### src/ocs_defines.svh
`ifndef OCS_DEFINES_SVH
`define OCS_DEFINES_SVH

// Option field encodings
`define OCS_SRC_W 2
`define OCS_SRC_XTAL 2'h0
`define OCS_SRC_EXT 2'h1
`define OCS_SRC_HIRC 2'h2

// Watchdog clock select encodings
`define OCS_WDSEL_SLOW 1'h0
`define OCS_WDSEL_OTHER 1'h1

// Position of the slow oscillator halt bit in its mode register
`define OCS_SLOW_HALT_BIT 0

// Oscillation stabilization wait, default cycle count
`define OCS_STAB_CYCLES 16'h0100
`define OCS_CNT_W 16

`endif

### src/ocs_pkg.sv
package ocs_pkg;
  typedef enum logic [1:0] {
    ST_RESET = 2'b00,
    ST_READ = 2'b01,
    ST_WAIT = 2'b10,
    ST_RUN = 2'b11
  } ocs_state_t;
endpackage

### src/ocs_option_clock.sv
// What this block does
// [RULE_01] Crystal source: both oscillator pins serve clocking, no port use.
// [RULE_02] External clock: first pin is clock input, its port unavailable.
// [RULE_03] Internal high-speed source: both pins released as ordinary ports.
// [RULE_04] Slow oscillator unstoppable: watchdog clock forced to slow oscillator.
// [RULE_05] Stoppable: watchdog clock gated in halt/stop, halt bit ignored.
// [RULE_06] Stoppable: non-slow watchdog source also cut in halt/stop.
// [RULE_07] Halt bit 0 with slow oscillator running: timer clock kept, even in stop.
// [RULE_08] Stabilization wait only for crystal source; others start at once.
// [RULE_09] Option read after reset release; reset pin low keeps reset.
// [RULE_10] Option choices latched once after reset, held until next reset.
`timescale 1ns/1ps
`include "ocs_defines.svh"

module ocs_option_clock (
  // Clock and reset
  input wire logic ref_clk,
  input wire logic rst_b,
  // Option setting and reset pin
  input wire logic [`OCS_SRC_W-1:0] opt_clk_src,
  input wire logic opt_slow_unstoppable,
  input wire logic reset_pin_b,
  // Runtime controls
  input wire logic [7:0] slow_osc_mode_reg,
  input wire logic wd_clk_sel,
  input wire logic halt_mode,
  input wire logic stop_mode,
  // Pin assignment
  output logic osc_in_pin_clk_en,
  output logic osc_out_pin_clk_en,
  output logic osc_in_shared_port_en,
  output logic osc_out_shared_port_en,
  // Clock enables and status
  output logic watchdog_counter_clk_en,
  output logic watchdog_counter_use_slow,
  output logic second_eight_bit_timer_clk_en,
  output logic sys_reset_b,
  output logic cfg_valid
);

  ////////////////////////////////////////////////////////////////////////////
  // Pin inputs pass two flops before use
  logic [1:0] rpin_sync_reg;
  logic [1:0] halt_sync_reg;
  logic [1:0] stop_sync_reg;
  logic rpin_s;
  logic halt_s;
  logic stop_s;

  always_ff @(posedge ref_clk or negedge rst_b) begin
    if (!rst_b) begin
      rpin_sync_reg <= 2'h0;
      halt_sync_reg <= 2'h0;
      stop_sync_reg <= 2'h0;
    end else begin
      rpin_sync_reg <= {rpin_sync_reg[0], reset_pin_b};
      halt_sync_reg <= {halt_sync_reg[0], halt_mode};
      stop_sync_reg <= {stop_sync_reg[0], stop_mode};
    end
  end

  assign rpin_s = rpin_sync_reg[1];
  assign halt_s = halt_sync_reg[1];
  assign stop_s = stop_sync_reg[1];

  ////////////////////////////////////////////////////////////////////////////
  // Sequencer
  ocs_pkg::ocs_state_t state_reg;
  ocs_pkg::ocs_state_t state_next;
  logic [`OCS_CNT_W-1:0] wait_cnt_reg;
  logic [`OCS_SRC_W-1:0] src_reg;
  logic unstop_reg;

  always_comb begin
    state_next = state_reg;
    case (state_reg)
      ocs_pkg::ST_RESET: begin
        if (rpin_s) state_next = ocs_pkg::ST_READ;
      end
      ocs_pkg::ST_READ: begin
        if (!rpin_s) state_next = ocs_pkg::ST_RESET; // [RULE_09]
        else if (opt_clk_src == `OCS_SRC_XTAL) state_next = ocs_pkg::ST_WAIT; // [RULE_08]
        else state_next = ocs_pkg::ST_RUN; // [RULE_08]
      end
      ocs_pkg::ST_WAIT: begin
        if (!rpin_s) state_next = ocs_pkg::ST_RESET; // [RULE_09]
        else if (wait_cnt_reg == `OCS_STAB_CYCLES) state_next = ocs_pkg::ST_RUN;
      end
      ocs_pkg::ST_RUN: state_next = ocs_pkg::ST_RUN;
      default: state_next = ocs_pkg::ST_RESET;
    endcase
  end

  always_ff @(posedge ref_clk or negedge rst_b) begin
    if (!rst_b) state_reg <= ocs_pkg::ST_RESET;
    else state_reg <= state_next;
  end

  always_ff @(posedge ref_clk or negedge rst_b) begin
    if (!rst_b) wait_cnt_reg <= '0;
    else if (state_reg == ocs_pkg::ST_WAIT) wait_cnt_reg <= wait_cnt_reg + 16'h0001;
    else wait_cnt_reg <= '0;
  end

  // Option sampled only at the read step; later option changes are ignored
  always_ff @(posedge ref_clk or negedge rst_b) begin
    if (!rst_b) begin
      src_reg <= `OCS_SRC_HIRC;
      unstop_reg <= 1'h1;
    end else if (state_reg == ocs_pkg::ST_READ && rpin_s) begin
      src_reg <= opt_clk_src; // [RULE_10]
      unstop_reg <= opt_slow_unstoppable; // [RULE_10]
    end
  end

  always_ff @(posedge ref_clk or negedge rst_b) begin
    if (!rst_b) begin
      sys_reset_b <= 1'h0;
      cfg_valid <= 1'h0;
    end else begin
      sys_reset_b <= (state_next == ocs_pkg::ST_RUN); // [RULE_09]
      cfg_valid <= (state_next == ocs_pkg::ST_WAIT) || (state_next == ocs_pkg::ST_RUN);
    end
  end

  ////////////////////////////////////////////////////////////////////////////
  // Pin assignment, from the latched source; all pin clock and port enables held off until known
  always_ff @(posedge ref_clk or negedge rst_b) begin
    if (!rst_b) begin
      osc_in_pin_clk_en <= 1'h0;
      osc_out_pin_clk_en <= 1'h0;
      osc_in_shared_port_en <= 1'h0;
      osc_out_shared_port_en <= 1'h0;
    end else if (!cfg_valid) begin
      osc_in_pin_clk_en <= 1'h0;
      osc_out_pin_clk_en <= 1'h0;
      osc_in_shared_port_en <= 1'h0;
      osc_out_shared_port_en <= 1'h0;
    end else begin
      osc_in_pin_clk_en <= (src_reg != `OCS_SRC_HIRC); // [RULE_01] [RULE_02]
      osc_out_pin_clk_en <= (src_reg == `OCS_SRC_XTAL); // [RULE_01]
      osc_in_shared_port_en <= (src_reg == `OCS_SRC_HIRC); // [RULE_03]
      osc_out_shared_port_en <= (src_reg != `OCS_SRC_XTAL); // [RULE_03]
    end
  end

  ////////////////////////////////////////////////////////////////////////////
  // Watchdog and timer clock supply
  logic slow_halted;
  logic low_power;
  assign slow_halted = slow_osc_mode_reg[`OCS_SLOW_HALT_BIT];
  assign low_power = halt_s || stop_s;

  always_ff @(posedge ref_clk or negedge rst_b) begin
    if (!rst_b) begin
      watchdog_counter_clk_en <= 1'h0;
      watchdog_counter_use_slow <= 1'h1;
      second_eight_bit_timer_clk_en <= 1'h0;
    end else begin
      if (unstop_reg) begin
        watchdog_counter_use_slow <= 1'h1; // [RULE_04]
        watchdog_counter_clk_en <= sys_reset_b;
      end else begin
        watchdog_counter_use_slow <= (wd_clk_sel == `OCS_WDSEL_SLOW);
        // Halt bit deliberately not consulted here
        watchdog_counter_clk_en <= sys_reset_b && !low_power; // [RULE_05] [RULE_06]
      end
      second_eight_bit_timer_clk_en <= sys_reset_b && (unstop_reg || !slow_halted); // [RULE_07]
    end
  end

  ////////////////////////////////////////////////////////////////////////////
  // Checks
  // Helper count of cycles spent configured but still held in reset
  int unsigned stab_limit;
  logic [`OCS_CNT_W-1:0] hold_cnt_reg;
  assign stab_limit = 32'(`OCS_STAB_CYCLES) + 32'd4;

  always_ff @(posedge ref_clk or negedge rst_b) begin
    if (!rst_b) hold_cnt_reg <= '0;
    else if (cfg_valid && !sys_reset_b) hold_cnt_reg <= hold_cnt_reg + 16'h0001;
    else hold_cnt_reg <= '0;
  end

  wait_max_a: assert property (@(posedge ref_clk) disable iff (!rst_b) // [RULE_08]
    32'(hold_cnt_reg) <= stab_limit)
    else $error("crystal wait too long");

  xtal_pins_a: assert property (@(posedge ref_clk) disable iff (!rst_b) // [RULE_01]
    cfg_valid && src_reg == `OCS_SRC_XTAL |=> !osc_in_shared_port_en && !osc_out_shared_port_en)
    else $error("crystal source exposes a port");
  ext_pin_a: assert property (@(posedge ref_clk) disable iff (!rst_b) // [RULE_02]
    cfg_valid && src_reg == `OCS_SRC_EXT |=> osc_in_pin_clk_en && !osc_in_shared_port_en)
    else $error("external clock pin misassigned");
  hirc_ports_a: assert property (@(posedge ref_clk) disable iff (!rst_b) // [RULE_03]
    cfg_valid && src_reg == `OCS_SRC_HIRC |=> osc_in_shared_port_en && osc_out_shared_port_en)
    else $error("internal source keeps pins");
  wd_forced_a: assert property (@(posedge ref_clk) disable iff (!rst_b) // [RULE_04]
    unstop_reg |=> watchdog_counter_use_slow)
    else $error("watchdog not forced to slow clock");
  wd_gate_a: assert property (@(posedge ref_clk) disable iff (!rst_b) // [RULE_05]
    !unstop_reg && (halt_s || stop_s) |=> !watchdog_counter_clk_en)
    else $error("watchdog clock runs in low power");
  wd_other_a: assert property (@(posedge ref_clk) disable iff (!rst_b) // [RULE_06]
    !unstop_reg && wd_clk_sel && stop_s |=> !watchdog_counter_clk_en && !watchdog_counter_use_slow)
    else $error("other watchdog source not cut");
  timer_keep_a: assert property (@(posedge ref_clk) disable iff (!rst_b) // [RULE_07]
    sys_reset_b && !slow_halted |=> second_eight_bit_timer_clk_en)
    else $error("timer clock lost");
  no_wait_a: assert property (@(posedge ref_clk) disable iff (!rst_b) // [RULE_08]
    state_reg == ocs_pkg::ST_READ && rpin_s && opt_clk_src != `OCS_SRC_XTAL |=> sys_reset_b)
    else $error("non-crystal start delayed");
  wait_len_a: assert property (@(posedge ref_clk) disable iff (!rst_b) // [RULE_08]
    state_reg == ocs_pkg::ST_READ && rpin_s && opt_clk_src == `OCS_SRC_XTAL
    |=> !sys_reset_b [*8])
    else $error("crystal wait skipped");
  pin_hold_a: assert property (@(posedge ref_clk) disable iff (!rst_b) // [RULE_09]
    !rpin_s && state_reg != ocs_pkg::ST_RUN |=> !sys_reset_b)
    else $error("left reset with pin low");
  cfg_hold_a: assert property (@(posedge ref_clk) disable iff (!rst_b) // [RULE_10]
    cfg_valid |=> $stable(src_reg) && $stable(unstop_reg))
    else $error("latched option changed");

  xtal_run_c: cover property (@(posedge ref_clk) disable iff (!rst_b)
    src_reg == `OCS_SRC_XTAL && sys_reset_b);
  ext_run_c: cover property (@(posedge ref_clk) disable iff (!rst_b)
    src_reg == `OCS_SRC_EXT && sys_reset_b);
  gate_c: cover property (@(posedge ref_clk) disable iff (!rst_b)
    !unstop_reg && stop_s ##1 !watchdog_counter_clk_en);
  pin_abort_c: cover property (@(posedge ref_clk) disable iff (!rst_b)
    state_reg == ocs_pkg::ST_READ && !rpin_s);

endmodule

### config.mk
export PLATFORM = sky130hd
export DESIGN_NAME = ocs_option_clock
export DESIGN_NICKNAME = d
export VERILOG_FILES = /design/src/ocs_pkg.sv /design/src/ocs_option_clock.sv
export VERILOG_INCLUDE_DIRS = /design/src
export SDC_FILE = /design/constraint.sdc
export NUM_CORES = 1
export LEC_CHECK = 0
export BUFFER_PORTS_ARGS = -buffer_cell sky130_fd_sc_hd__buf_2
export CAP_MARGIN = 20
export CORE_AREA = 2 2 54 56
export CTS_BUF_LIST = sky130_fd_sc_hd__clkbuf_4 sky130_fd_sc_hd__clkbuf_8
export DETAILED_ROUTE_END_ITERATION = 16
export DIE_AREA = 0 0 56 58
export HOLD_SLACK_MARGIN = 0.06
export PLACE_DENSITY = 0.91
export SLEW_MARGIN = 10
export SYNTH_ARGS = -nofsm -noshare
export SYNTH_HDL_FRONTEND = slang
export SYNTH_SLANG_ARGS = --single-unit
### constraint.sdc
create_clock -name ref_clk -period 4.1 [get_ports ref_clk]
set_clock_uncertainty 0.05 [all_clocks]
set_input_delay 0.205 -clock ref_clk [delete_from_list [all_inputs] [get_ports ref_clk]]
set_output_delay 0.205 -clock ref_clk [all_outputs]
set_load 0.005 [all_outputs]
-- After elaboration in Yosys (flattened, before gate mapping)
Index checks and enable logic that the tools add are counted.
- add/subtract/negate cells: 1
- mux-type cells: 13
- reductions and logical operators: 12
- equal/unequal tests: 8
- bitwise operators: 1
- operators with widths (operator ; number):
    $add A16 B1 Y16 const B ; 1
    $eq A16 B9 Y1 const B ; 1
    $mux W16 ; 1
    $eq A2 B2 Y1 const B ; 5
    $mux W2 ; 4
    $pmux W2 S4 ; 1
    $mux W1 ; 7
    $logic_not A2 Y1 ; 3
    $logic_and A1 B1 Y1 ; 3
    $logic_or A1 B1 Y1 ; 3
    $eq A2 B1 Y1 const B ; 1
    $logic_not A1 Y1 ; 2
    $ne A2 B2 Y1 const B ; 1
    $reduce_bool A2 Y1 ; 1
    $not A1 Y1 ; 1
- bits in registers: 36
- bits of input ports: 17

-- Longest topological paths before layout
Gate-level depths: netlist of run 1.
- word-level depth: 6
- depth in mapped cells: 5
- depth with buffers taken out: 5

-- Worst setup path after synthesis of run 1
No wires, ideal clock.
- kind: reg2reg
- start point: reg wait_cnt_reg[0]
- end point: reg wait_cnt_reg[10]
- period minus slack after synthesis: 1.492 ns
- stages on the path, launching flop included: 5
- slack: 2.608 ns
- setup time: 0.078 ns
- data arrival time: 1.364 ns
- buffers on the path: 0
- data required time: 3.972 ns
- path through: dfrtp_1 > ha_1 > nand2_1 > or4_1 > a21oi_1
- cells in the longest elaborated chain, start to end: 2
- RTL lines (what ; RTL line ; text):
    from (decl) ; ocs_option_clock.sv:70 ; logic [`OCS_CNT_W-1:0] wait_cnt_reg;
    from (signal assigned) ; ocs_option_clock.sv:101 ; else if (state_reg == ocs_pkg::ST_WAIT) wait_cnt_reg <= wait_cnt_reg + 16'h0001;
    $add A16 B1 Y16 ; ocs_option_clock.sv:101 ;
    $mux W16 ; ocs_option_clock.sv:101 ;
Every way passes these cells.
A chain may end at the register's enable or synchronous reset.

-- Worst setup path after layout of run 1
- start point: reg wait_cnt_reg[3]
- end point: reg wait_cnt_reg[11]
Same word-level chain as after synthesis.

==> results of run 1 <==
-- cell usage after synthesis, types with 2 or more instances --
cell	count	area (um2)
or3_1	2	12.5
dfstp_2	3	78.8
ha_1	2	25.0
nor4_1	6	37.5
nand4_1	2	12.5
and3_1	2	12.5
a21oi_1	8	40.0
mux2i_1	4	40.0
nor2_1	5	18.8
o21a_1	5	37.5
inv_1	7	26.3
o21ai_0	4	20.0
nand4_2	2	25.0
o31ai_1	4	30.0
dfrtp_1	33	826
mux2_2	3	33.8
nand2_1	9	33.8
nand3_1	5	25.0
or4_1	4	30.0
nand2b_1	5	31.3
maj3_1	2	20.0
xnor2_1	2	17.5
a21boi_0	2	15.0
-- worst paths after layout --
path / start / endpoint / slack (ps)
worst max-delay path: wait_cnt_reg[3]$_DFF_PN0_ / wait_cnt_reg[11]$_DFF_PN0_ / 2400
max in group asynchronous: rst_b / osc_out_pin_clk_en$_DFF_PN0_ / 3090
min in group asynchronous: rst_b / wait_cnt_reg[11]$_DFF_PN0_ / 430
worst max register to register: wait_cnt_reg[3]$_DFF_PN0_ / wait_cnt_reg[11]$_DFF_PN0_ / 2400
worst min register to register: rpin_sync_reg[0]$_DFF_PN0_ / rpin_sync_reg[1]$_DFF_PN0_ / 310
worst min-delay path: opt_clk_src[0] / src_reg[0]$_DFFE_PN0P_ / 100
-- what timing repair did --
| action | 4_1_cts | 5_1_grt |
|---|---|---|
| hold endpoints to repair | 39 | 0 |
| gates resized for setup | 0 | 0 |
| hold buffers | 7 | 0 |
-- stage by stage --
step | power [mW] | worst slack (ps)
after floorplan | 0.624 | 2610
after global placement | 0.685 | 2510
after detailed placement | 0.707 | 2400
after CTS | 0.960 | 2380
after global routing | 1.02 | 2280
final | 0.959 | 2400
-- per-layer routing --
layer,track usage,part of all wire,up-vias
met5,0,0,-
met4,0.0952,0.021,0
met3,0.0737,0.034,4
met2,0.346,0.52,22
met1,0.262,0.42,529
li1,-,-,534
-- where the power goes --
group	switching, mW	internal (mW)
clock	0.115	0.134
combinational	0.108	0.103
sequential	0.0598	0.439
total	0.283	0.677
-- worst max-delay path, stage by stage (launching register included) --
cell     delay [ps]
dfrtp_1         480
nand4_2         330
or4_1           600
a21oi_1         170
-- cell families (layout without fill, tap and decap cells) --
kind of cell             after synthesis  after routing
AO/OA/AOI/OAI                         23             23
XOR/XNOR                               3              3
adder cells (fa/ha/maj)                4              4
buffers and inverters                 10             40
flip-flops                            36             36
multiplexers                           7              7
AND/OR/NAND/NOR                       50             50
-- area by class of cell --
| class | instances | area share |
|---|---|---|
| well taps | 31 | 0.0215 |
| flip-flops and latches | 36 | 0.502 |
| multi-input cells | 87 | 0.328 |
| clock inverters | 2 | 0.0194 |
| inverters | 7 | 0.0146 |
| repair buffers | 25 | 0.0889 |
| clock buffers | 6 | 0.0250 |
==> results.md, run 1 <==
- Relative max-transition margin: 0.489
- Critical setup path kind: reg2reg
- Total Nets Final: 181
- Finish-stage setup viols: 0
- Worst VDD drop: 0.533 mV
- Synthesized netlist net count: approximately 150
- Clock tree buffer depth: 2
- Core ar.: 0.00266 mm2
- Io pins: 26
- DR iter-0 viols: 29
- Placed Instances: 179
- Setup repair after global routing missed its margin: false
- Placement-stage cell area: about 0.0017 mm2
- Proportion of layout cells with a drive suffix above 1: 0.227
- Die Width: between 50 and 60 um
- GRT overflow: 0
- Average wire length per cell after detail routing: 15.5 um
- Final hold slack: just under 100 ps
- Share of the synthesized area in compound gates (AO/OA/AOI/OAI): 0.0923
- Share of flip-flops with an asynchronous set or reset after synthesis: 1.00
- Number of antenna violations at the first check in global routing: 0
- Worst-skew pair later-pin latency: about 330 ps
- Crit share post-route: 0.415
- Sequential standard cell area: 905 um2
- Share of synthesized area occupied by flip-flops and latches: 0.585
- Combinational family with the most area after synthesis: simple AND/OR/NAND/NOR gates
- TritonCTS buffer count: 5
- Input/output buffers: 18
- Max Fclk: 588 MHz
- Setup TNS: 0 ps
- Depth of the CTS H-tree: 2
- Hold Violations, Final: 0
- Design area: roughly 0.0018 mm2
- Number of stages on the worst hold path: 2
- Max_cap viols: 0
- Global-route wire length before repair: approximately 5100 um
- Leading cell types in the layout, fill and taps excluded: dfrtp_1 (33), buf_2 (18), nand2_1 (9), a21oi_1 (8)
- Post-synthesis instance total: 133
- Syn. warnings: 0
- Data required, critical path: 4310 ps
- Die area: between 0.003 and 0.004 mm2
- Number of nets with antenna violations after detailed routing: 0
- Antenna diode count: 0
- Total number of placement rows: 19
- Count of fill cells added during filler insertion: between 200 and 250
- Post-synth EDFFs: 0
- DR vias: 1089
- Worst setup EP type: flip-flop
- Share of the core filled with cells: 0.677
- Post-detailed-route via-to-cell ratio: 5.61
- Post-synthesis share of cell area spent on full adders, half adders and majority gates: 0.0291
- First drt pass iteration count: 4
- Most frequently used flop master after synthesis: dfrtp_1
- Routed WL: roughly 3000 um
- Clock tree sinks: 36
- Maximum net fanout on the critical path: 14
- Power Dens Cells: 533 mW/mm2
- Remaining design rule violation count: 0
- Vias in the first global route: 1052
- Final number of max-transition violations: 0
- Fraction of the mapped netlist area in simple logic gates: 0.197
- Seq cells post-synth: 36
- Kind of launch point of the worst setup path: flip-flop
- Multiplexer share of the synthesized area: 0.0478
- CTS tree: built
- Outcome: finished clean
- Max FFs per register: 16
- Most common cell after layout, fill and taps aside: dfrtp_1
- Static leakage: 0.782 nW
- Critical Path AT: 1910 ps
- CTS root buf: clkbuf_4
- GRT Util Overall: 0.214
- Maximum number of pins on one net before global-route repair: 37
- Slew at the pin closest to its max-slew limit: 766 ps
- Multi-input logic area: 592 um2
- Number of buffers inserted to repair setup after CTS: 0
- Unique cell type count in the Yosys netlist: 35
- Mean post-synth cell area: 11.6 um2
- Clock-pin slew of the registers on the worst-case setup and hold paths: 110 ps
- Routability-driven placement congestion ratio: 0.825
- HPWL after DPL: 2020 um
- Hold WC Path Type: in2reg
- Signed area change from the synthesized netlist to the final layout: 16.6%
- Cell count of the worst reg-to-reg path: 3
- Shortest clock period the worst path allows after layout: 1700 ps
- Height of the chip: 58 um
- Initial Util: 0.580
- Final cell count without fillers: about 190
- Synthesized cell area: 0.00155 mm2
- Xor and xnor fraction of the mapped netlist area: 0.0170
No activity file was read; power rests on OpenSTA's default activity.
==> run 2, diff against run 1 <==
--- a/config.mk
+++ b/config.mk
@@ -8,12 +8,12 @@
 export LEC_CHECK = 0
 export BUFFER_PORTS_ARGS = -buffer_cell sky130_fd_sc_hd__buf_2
 export CAP_MARGIN = 20
-export CORE_AREA = 2 2 54 56
+export CORE_AREA = 2 2 56 58
 export CTS_BUF_LIST = sky130_fd_sc_hd__clkbuf_4 sky130_fd_sc_hd__clkbuf_8
 export DETAILED_ROUTE_END_ITERATION = 16
-export DIE_AREA = 0 0 56 58
+export DIE_AREA = 0 0 58 60
 export HOLD_SLACK_MARGIN = 0.06
-export PLACE_DENSITY = 0.91
+export PLACE_DENSITY = 0.86
 export SLEW_MARGIN = 10
 export SYNTH_ARGS = -nofsm -noshare
 export SYNTH_HDL_FRONTEND = slang
==> constraint.sdc (replaced) <==
create_clock -name ref_clk -period 1.7 [get_ports ref_clk]
set_clock_uncertainty 0.05 [all_clocks]
set_input_delay 0.085 -clock ref_clk [delete_from_list [all_inputs] [get_ports ref_clk]]
set_output_delay 0.085 -clock ref_clk [all_outputs]
set_load 0.005 [all_outputs]
==> run 2 against run 1 <==
Compared with the run above: critical path type unchanged; worst setup slack lost 2300 ps; maximum frequency up 6.4%; total power rose by 140%; cell area up 3.8%; sequential power is 140% higher; flip-flop and latch count unchanged; register-to-register slack got worse by 2300 ps; first-iteration DRC count shrank 28%.
==> results.md, run 2 (synthesis results as in run 1) <==
- Outcome: finished clean
- Io pins: 26
- GRT overflow: 0
- Maximum number of pins on one net before global-route repair: 37
- Number of buffers inserted to repair setup after CTS: 0
- Clock tree sinks: 36
- Cell count of the worst reg-to-reg path: 4
- Maximum net fanout on the critical path: 8
- Kind of launch point of the worst setup path: flip-flop
- TritonCTS buffer count: 5
- Hold Violations, Final: 0
- Core ar.: 0.00290 mm2
- Total number of placement rows: 20
- Total Nets Final: 186
- Max_cap viols: 0
- Capture instance of the worst register-to-register path: wait_cnt_reg[10]$_DFF_PN0_
- Critical Path AT: 1830 ps
- Routed WL: 2970 um
- Static leakage: between 0.8 and 0.9 nW
- DR iter-0 viols: 21
- Clock-pin slew of the registers on the worst-case setup and hold paths: 110 ps
- Worst VDD drop: 1.59 mV
- Relative max-transition margin: 0.491
- Data required, critical path: 1930 ps
- Number of antenna violations at the first check in global routing: 0
- Max FFs per register: 16
- Number of nets with antenna violations after detailed routing: 0
- Height of the chip: 60 um
- First drt pass iteration count: 4
- Finish-stage setup viols: 0
- Clock tree buffer depth: 2
- Count of fill cells added during filler insertion: 218
- Vias in the first global route: 1126
- Crit share post-route: 0.940
- Most common cell after layout, fill and taps aside: dfrtp_1
- Max Fclk: 626 MHz
- Reg2reg start: wait_cnt_reg[1]$_DFF_PN0_
- Shortest clock period the worst path allows after layout: 1600 ps
- GRT Util Overall: 0.202
- Critical setup path kind: reg2reg
- Die Width: 58 um
- Worst-skew pair later-pin latency: 350 ps
- HPWL after DPL: 1960 um
- Final number of max-transition violations: 0
- Setup TNS: 0 ps
- Post-route total power: 2.31 mW
- Antenna diode count: 0
- Routability-driven placement congestion ratio: 0.815
- Depth of the CTS H-tree: 2
- CTS root buf: clkbuf_4
- Setup slack on the worst flop-to-flop path: 100 ps
- Hold WC Path Type: in2async
- Input/output buffers: 18
- Global-route wire length before repair: 5090 um
- CTS tree: built
- Leading cell types in the layout, fill and taps excluded: dfrtp_1 (33), buf_2 (18), dlygate4sd3_1 (9), nand2_1 (8), a21oi_1 (8)
- Remaining design rule violation count: 0
- Post-detailed-route via-to-cell ratio: 5.69
- Proportion of layout cells with a drive suffix above 1: 0.256
- DR vias: 1144
- Worst setup EP type: flip-flop
- Initial Util: 0.532
- Signed area change from the synthesized netlist to the final layout: 21.1%
- Power Dens Cells: 1230 mW/mm2
- Slew at the pin closest to its max-slew limit: between 700 and 800 ps
- Average wire length per cell after detail routing: 14.8 um
- Setup repair after global routing missed its margin: false
- Die area: 0.00348 mm2
-- run 2: cell types whose count changed in the layout (fill, tap and decap cells not counted), sizes merged --
cell         before  now
buf              18   21
dlygate4sd3       7    9
-- run 2: cell type report --
cell class                 instances  area, um2  area share
sequential                        36        905       0.484
multi-input combinational         87        616       0.329
timing repair buffer              30        203       0.108
clock buffer                       6       45.0      0.0241
tap                               33       41.3      0.0221
clock inverter                     2       35.0      0.0187
inverter                           7       26.3      0.0140
-- run 2: how the worst max path moves through the flow --
stage | from | end | slack (ps) | depth (start not counted)
6_report | wait_cnt_reg[1]$_DFF_PN0_ | wait_cnt_reg[10]$_DFF_PN0_ | 100 | 4
3_3_place_gp | wait_cnt_reg[1]$_DFF_PN0_ | wait_cnt_reg[10]$_DFF_PN0_ | 150 | 4
5_1_grt | wait_cnt_reg[1]$_DFF_PN0_ | wait_cnt_reg[8]$_DFF_PN0_ | 10 | 4
4_1_cts | wait_cnt_reg[1]$_DFF_PN0_ | wait_cnt_reg[10]$_DFF_PN0_ | 60 | 4
3_5_place_dp | wait_cnt_reg[5]$_DFF_PN0_ | wait_cnt_reg[9]$_DFF_PN0_ | 90 | 3
2_1_floorplan | wait_cnt_reg[0]$_DFF_PN0_ | wait_cnt_reg[10]$_DFF_PN0_ | 210 | 4
-- run 2: what timing repair did --
action                     4_1_cts  5_1_grt
hold endpoints to repair        42        0
setup endpoints to repair        0        6
gates resized for setup          0        4
hold buffers                     9        0
-- run 2: per-stage QoR --
step	cells	instance area, um2	hold WS (ps)	utilization	setup WS (ps)
finish	201	1870	280	0.644	102
global route	201	1870	325	0.644	11.1
CTS	201	1850	311	0.636	57.1
detailed placement	184	1680	145	0.578	92.7
global placement	184	1680	128	0.578	153
floorplan	133	1550	-261	-	208
-- run 2: where the power goes --
part | leakage, nW | switching [mW] | internal (mW) | total, mW
clock network | 0.0456 | 0.277 | 0.324 | 0.602
logic | 0.311 | 0.252 | 0.259 | 0.511
registers | 0.458 | 0.134 | 1.06 | 1.19
-- run 2: worst max-delay path, stage by stage (launching register included) --
cell and delay (ps):
dfrtp_1 420, ha_1 240, nand2_2 140, or4_1 540
a21oi_1 150
-- run 2: metal layers --
metal,vias to the layer above,share of wire,GRT usage
met5,-,0,0
met4,0,0.015,0.0864
met3,5,0.045,0.0649
met2,22,0.53,0.328
met1,568,0.41,0.249
li1,549,-,-
==> run 3, diff against run 2 <==
--- a/config.mk
+++ b/config.mk
@@ -14,6 +14,7 @@
 export DIE_AREA = 0 0 58 60
 export HOLD_SLACK_MARGIN = 0.06
 export PLACE_DENSITY = 0.86
+export RECOVER_POWER = 25
 export SLEW_MARGIN = 10
 export SYNTH_ARGS = -nofsm -noshare
 export SYNTH_HDL_FRONTEND = slang
==> run 3 against run 2 <==
Compared with the run above: total power shrank 0.32%; critical path depth stayed put; die area stayed put; cell area about the same; via count is 0.26% higher; hold slack better by 29 ps; sequential share of layout area about the same; core utilization about the same; first-iteration DRC count unchanged; wire length increased by 0.64%; critical path type unchanged; largest power group unchanged.
==> results.md, run 3 (synthesis results as in run 1) <==
- Hold WC Path Type: in2async
- Count of fill cells added during filler insertion: 219
- Cell count of the worst reg-to-reg path: 4
- Core ar.: ~0.0029 mm2
- Worst-skew pair later-pin latency: 350 ps
- Design area: approximately 0.0019 mm2
- HPWL after DPL: 1960 um
- Total number of placement rows: 20
- Critical Path AT: 1830 ps
- Die Width: 58 um
- Number of nets with antenna violations after detailed routing: 0
- TritonCTS buffer count: 5
- Max Fclk: 626 MHz
- Clock tree buffer depth: 2
- Clock-pin slew of the registers on the worst-case setup and hold paths: 110 ps
- Maximum number of pins on one net before global-route repair: 37
- DR vias: 1147
- Reg2reg start: wait_cnt_reg[1]$_DFF_PN0_
- Routed WL: between 2000 and 3000 um
- Post-detailed-route via-to-cell ratio: 5.71
- GRT overflow: 0
- Maximum net fanout on the critical path: 8
- First drt pass iteration count: 4
- Routability-driven placement congestion ratio: roughly 0.81
- CTS tree: built
- Number of antenna violations at the first check in global routing: 0
- Proportion of layout cells with a drive suffix above 1: 0.238
- Relative max-transition margin: 0.436
- CTS root buf: clkbuf_4
- Setup slack on the worst flop-to-flop path: 100 ps
- Final hold slack: a little over 300 ps
- Slew at the pin closest to its max-slew limit: 845 ps
- Most common cell after layout, fill and taps aside: dfrtp_1
- Shortest clock period the worst path allows after layout: 1600 ps
- Antenna diode count: 0
- Worst VDD drop: 1.57 mV
- Io pins: 26
- Depth of the CTS H-tree: 2
- Placement-stage cell area: around 0.0017 mm2
- Worst setup EP type: flip-flop
- Signed area change from the synthesized netlist to the final layout: 21.0%
- Outcome: finished clean
- Setup repair after global routing missed its margin: false
- Input/output buffers: 18
- Max FFs per register: 16
- Crit share post-route: 0.939
- Leading cell types in the layout, fill and taps excluded: dfrtp_1 (33), buf_2 (16), dlygate4sd3_1 (9), nand2_1 (8), a21oi_1 (8)
- Global-route wire length before repair: 5090 um
- DR iter-0 viols: 21
- Average wire length per cell after detail routing: 14.9 um
- Total Nets Final: between 150 and 200
- GRT Util Overall: 0.202
- Finish-stage setup viols: 0
- Power Dens Cells: 1230 mW/mm2
- Setup TNS: 0 ps
- Max_cap viols: 0
- Hold Violations, Final: 0
- Clock tree sinks: 36
- Final number of max-transition violations: 0
- Capture instance of the worst register-to-register path: wait_cnt_reg[10]$_DFF_PN0_
- Kind of launch point of the worst setup path: flip-flop
- Die area: 0.00348 mm2
- Data required, critical path: slightly below 2000 ps
- Critical setup path kind: reg2reg
- Static leakage: 0.810 nW
- Height of the chip: approximately 60 um
- Vias in the first global route: 1126
- Remaining design rule violation count: 0
- Initial Util: 0.532
[run 3: cell count changes in the layout (fill, tap and decap cells not counted)]
| cell | delta |
|---|---|
| buf_2 | -2 |
| dfstp_1 | +2 |
| dfstp_2 | -2 |
| clkbuf_1 | +1 |
| clkbuf_2 | +1 |
[run 3: layer usage]
metal | up-vias | routed length (um) | track usage
li1 | 549 | - | -
met1 | 572 | 1240 | 0.249
met2 | 21 | 1580 | 0.328
met3 | 5 | 125 | 0.0649
met4 | 0 | 44 | 0.0864
met5 | - | 0 | 0
[run 3: timing repair]
item / CTS / global route
hold buffers: 9 / 0
gates resized for setup: 0 / 4
hold endpoints to repair: 42 / 0
setup buffers: 0 / 0
setup endpoints to repair: 0 / 6
[run 3: final cells by class]
class | count | area [um2] | share of cell area
timing repair buffer | 30 | 201 | 0.108
clock inverter | 2 | 35.0 | 0.0187
sequential | 36 | 905 | 0.484
multi-input combinational | 87 | 616 | 0.329
tap | 33 | 41.3 | 0.0221
clock buffer | 6 | 45.0 | 0.0241
inverter | 7 | 26.3 | 0.0141
[run 3: critical path, cell delays in order (launching register included)]
cell and delay [ps]:
dfrtp_1 420, ha_1 240, nand2_2 140, or4_1 540, a21oi_1 150
[run 3: worst max-delay path by stage]
stage                                    from                    endpoint  slack [ps]  depth (start not counted)
detailed placement  wait_cnt_reg[5]$_DFF_PN0_   wait_cnt_reg[9]$_DFF_PN0_          90                          3
global placement    wait_cnt_reg[1]$_DFF_PN0_  wait_cnt_reg[10]$_DFF_PN0_         150                          4
CTS                 wait_cnt_reg[1]$_DFF_PN0_  wait_cnt_reg[10]$_DFF_PN0_          60                          4
global route        wait_cnt_reg[1]$_DFF_PN0_   wait_cnt_reg[8]$_DFF_PN0_          10                          4
floorplan           wait_cnt_reg[0]$_DFF_PN0_  wait_cnt_reg[10]$_DFF_PN0_         210                          4
finish              wait_cnt_reg[1]$_DFF_PN0_  wait_cnt_reg[10]$_DFF_PN0_         100                          4
[run 3: per-stage QoR]
step	total power, mW	utilization	setup slack [ps]	cells
after detailed placement	1.70	0.578	92.7	184
after global routing	2.43	0.644	11.1	201
after CTS	2.31	0.636	57.1	201
final	2.30	0.644	103	201
after floorplan	1.51	-	208	133
after global placement	1.66	0.578	153	184
[run 3: report_power, final]
group	internal, mW	switching, mW	total, mW
combinational	0.256	0.252	0.508
clock	0.324	0.279	0.603
sequential	1.05	0.135	1.19
total	1.63	0.666	2.30
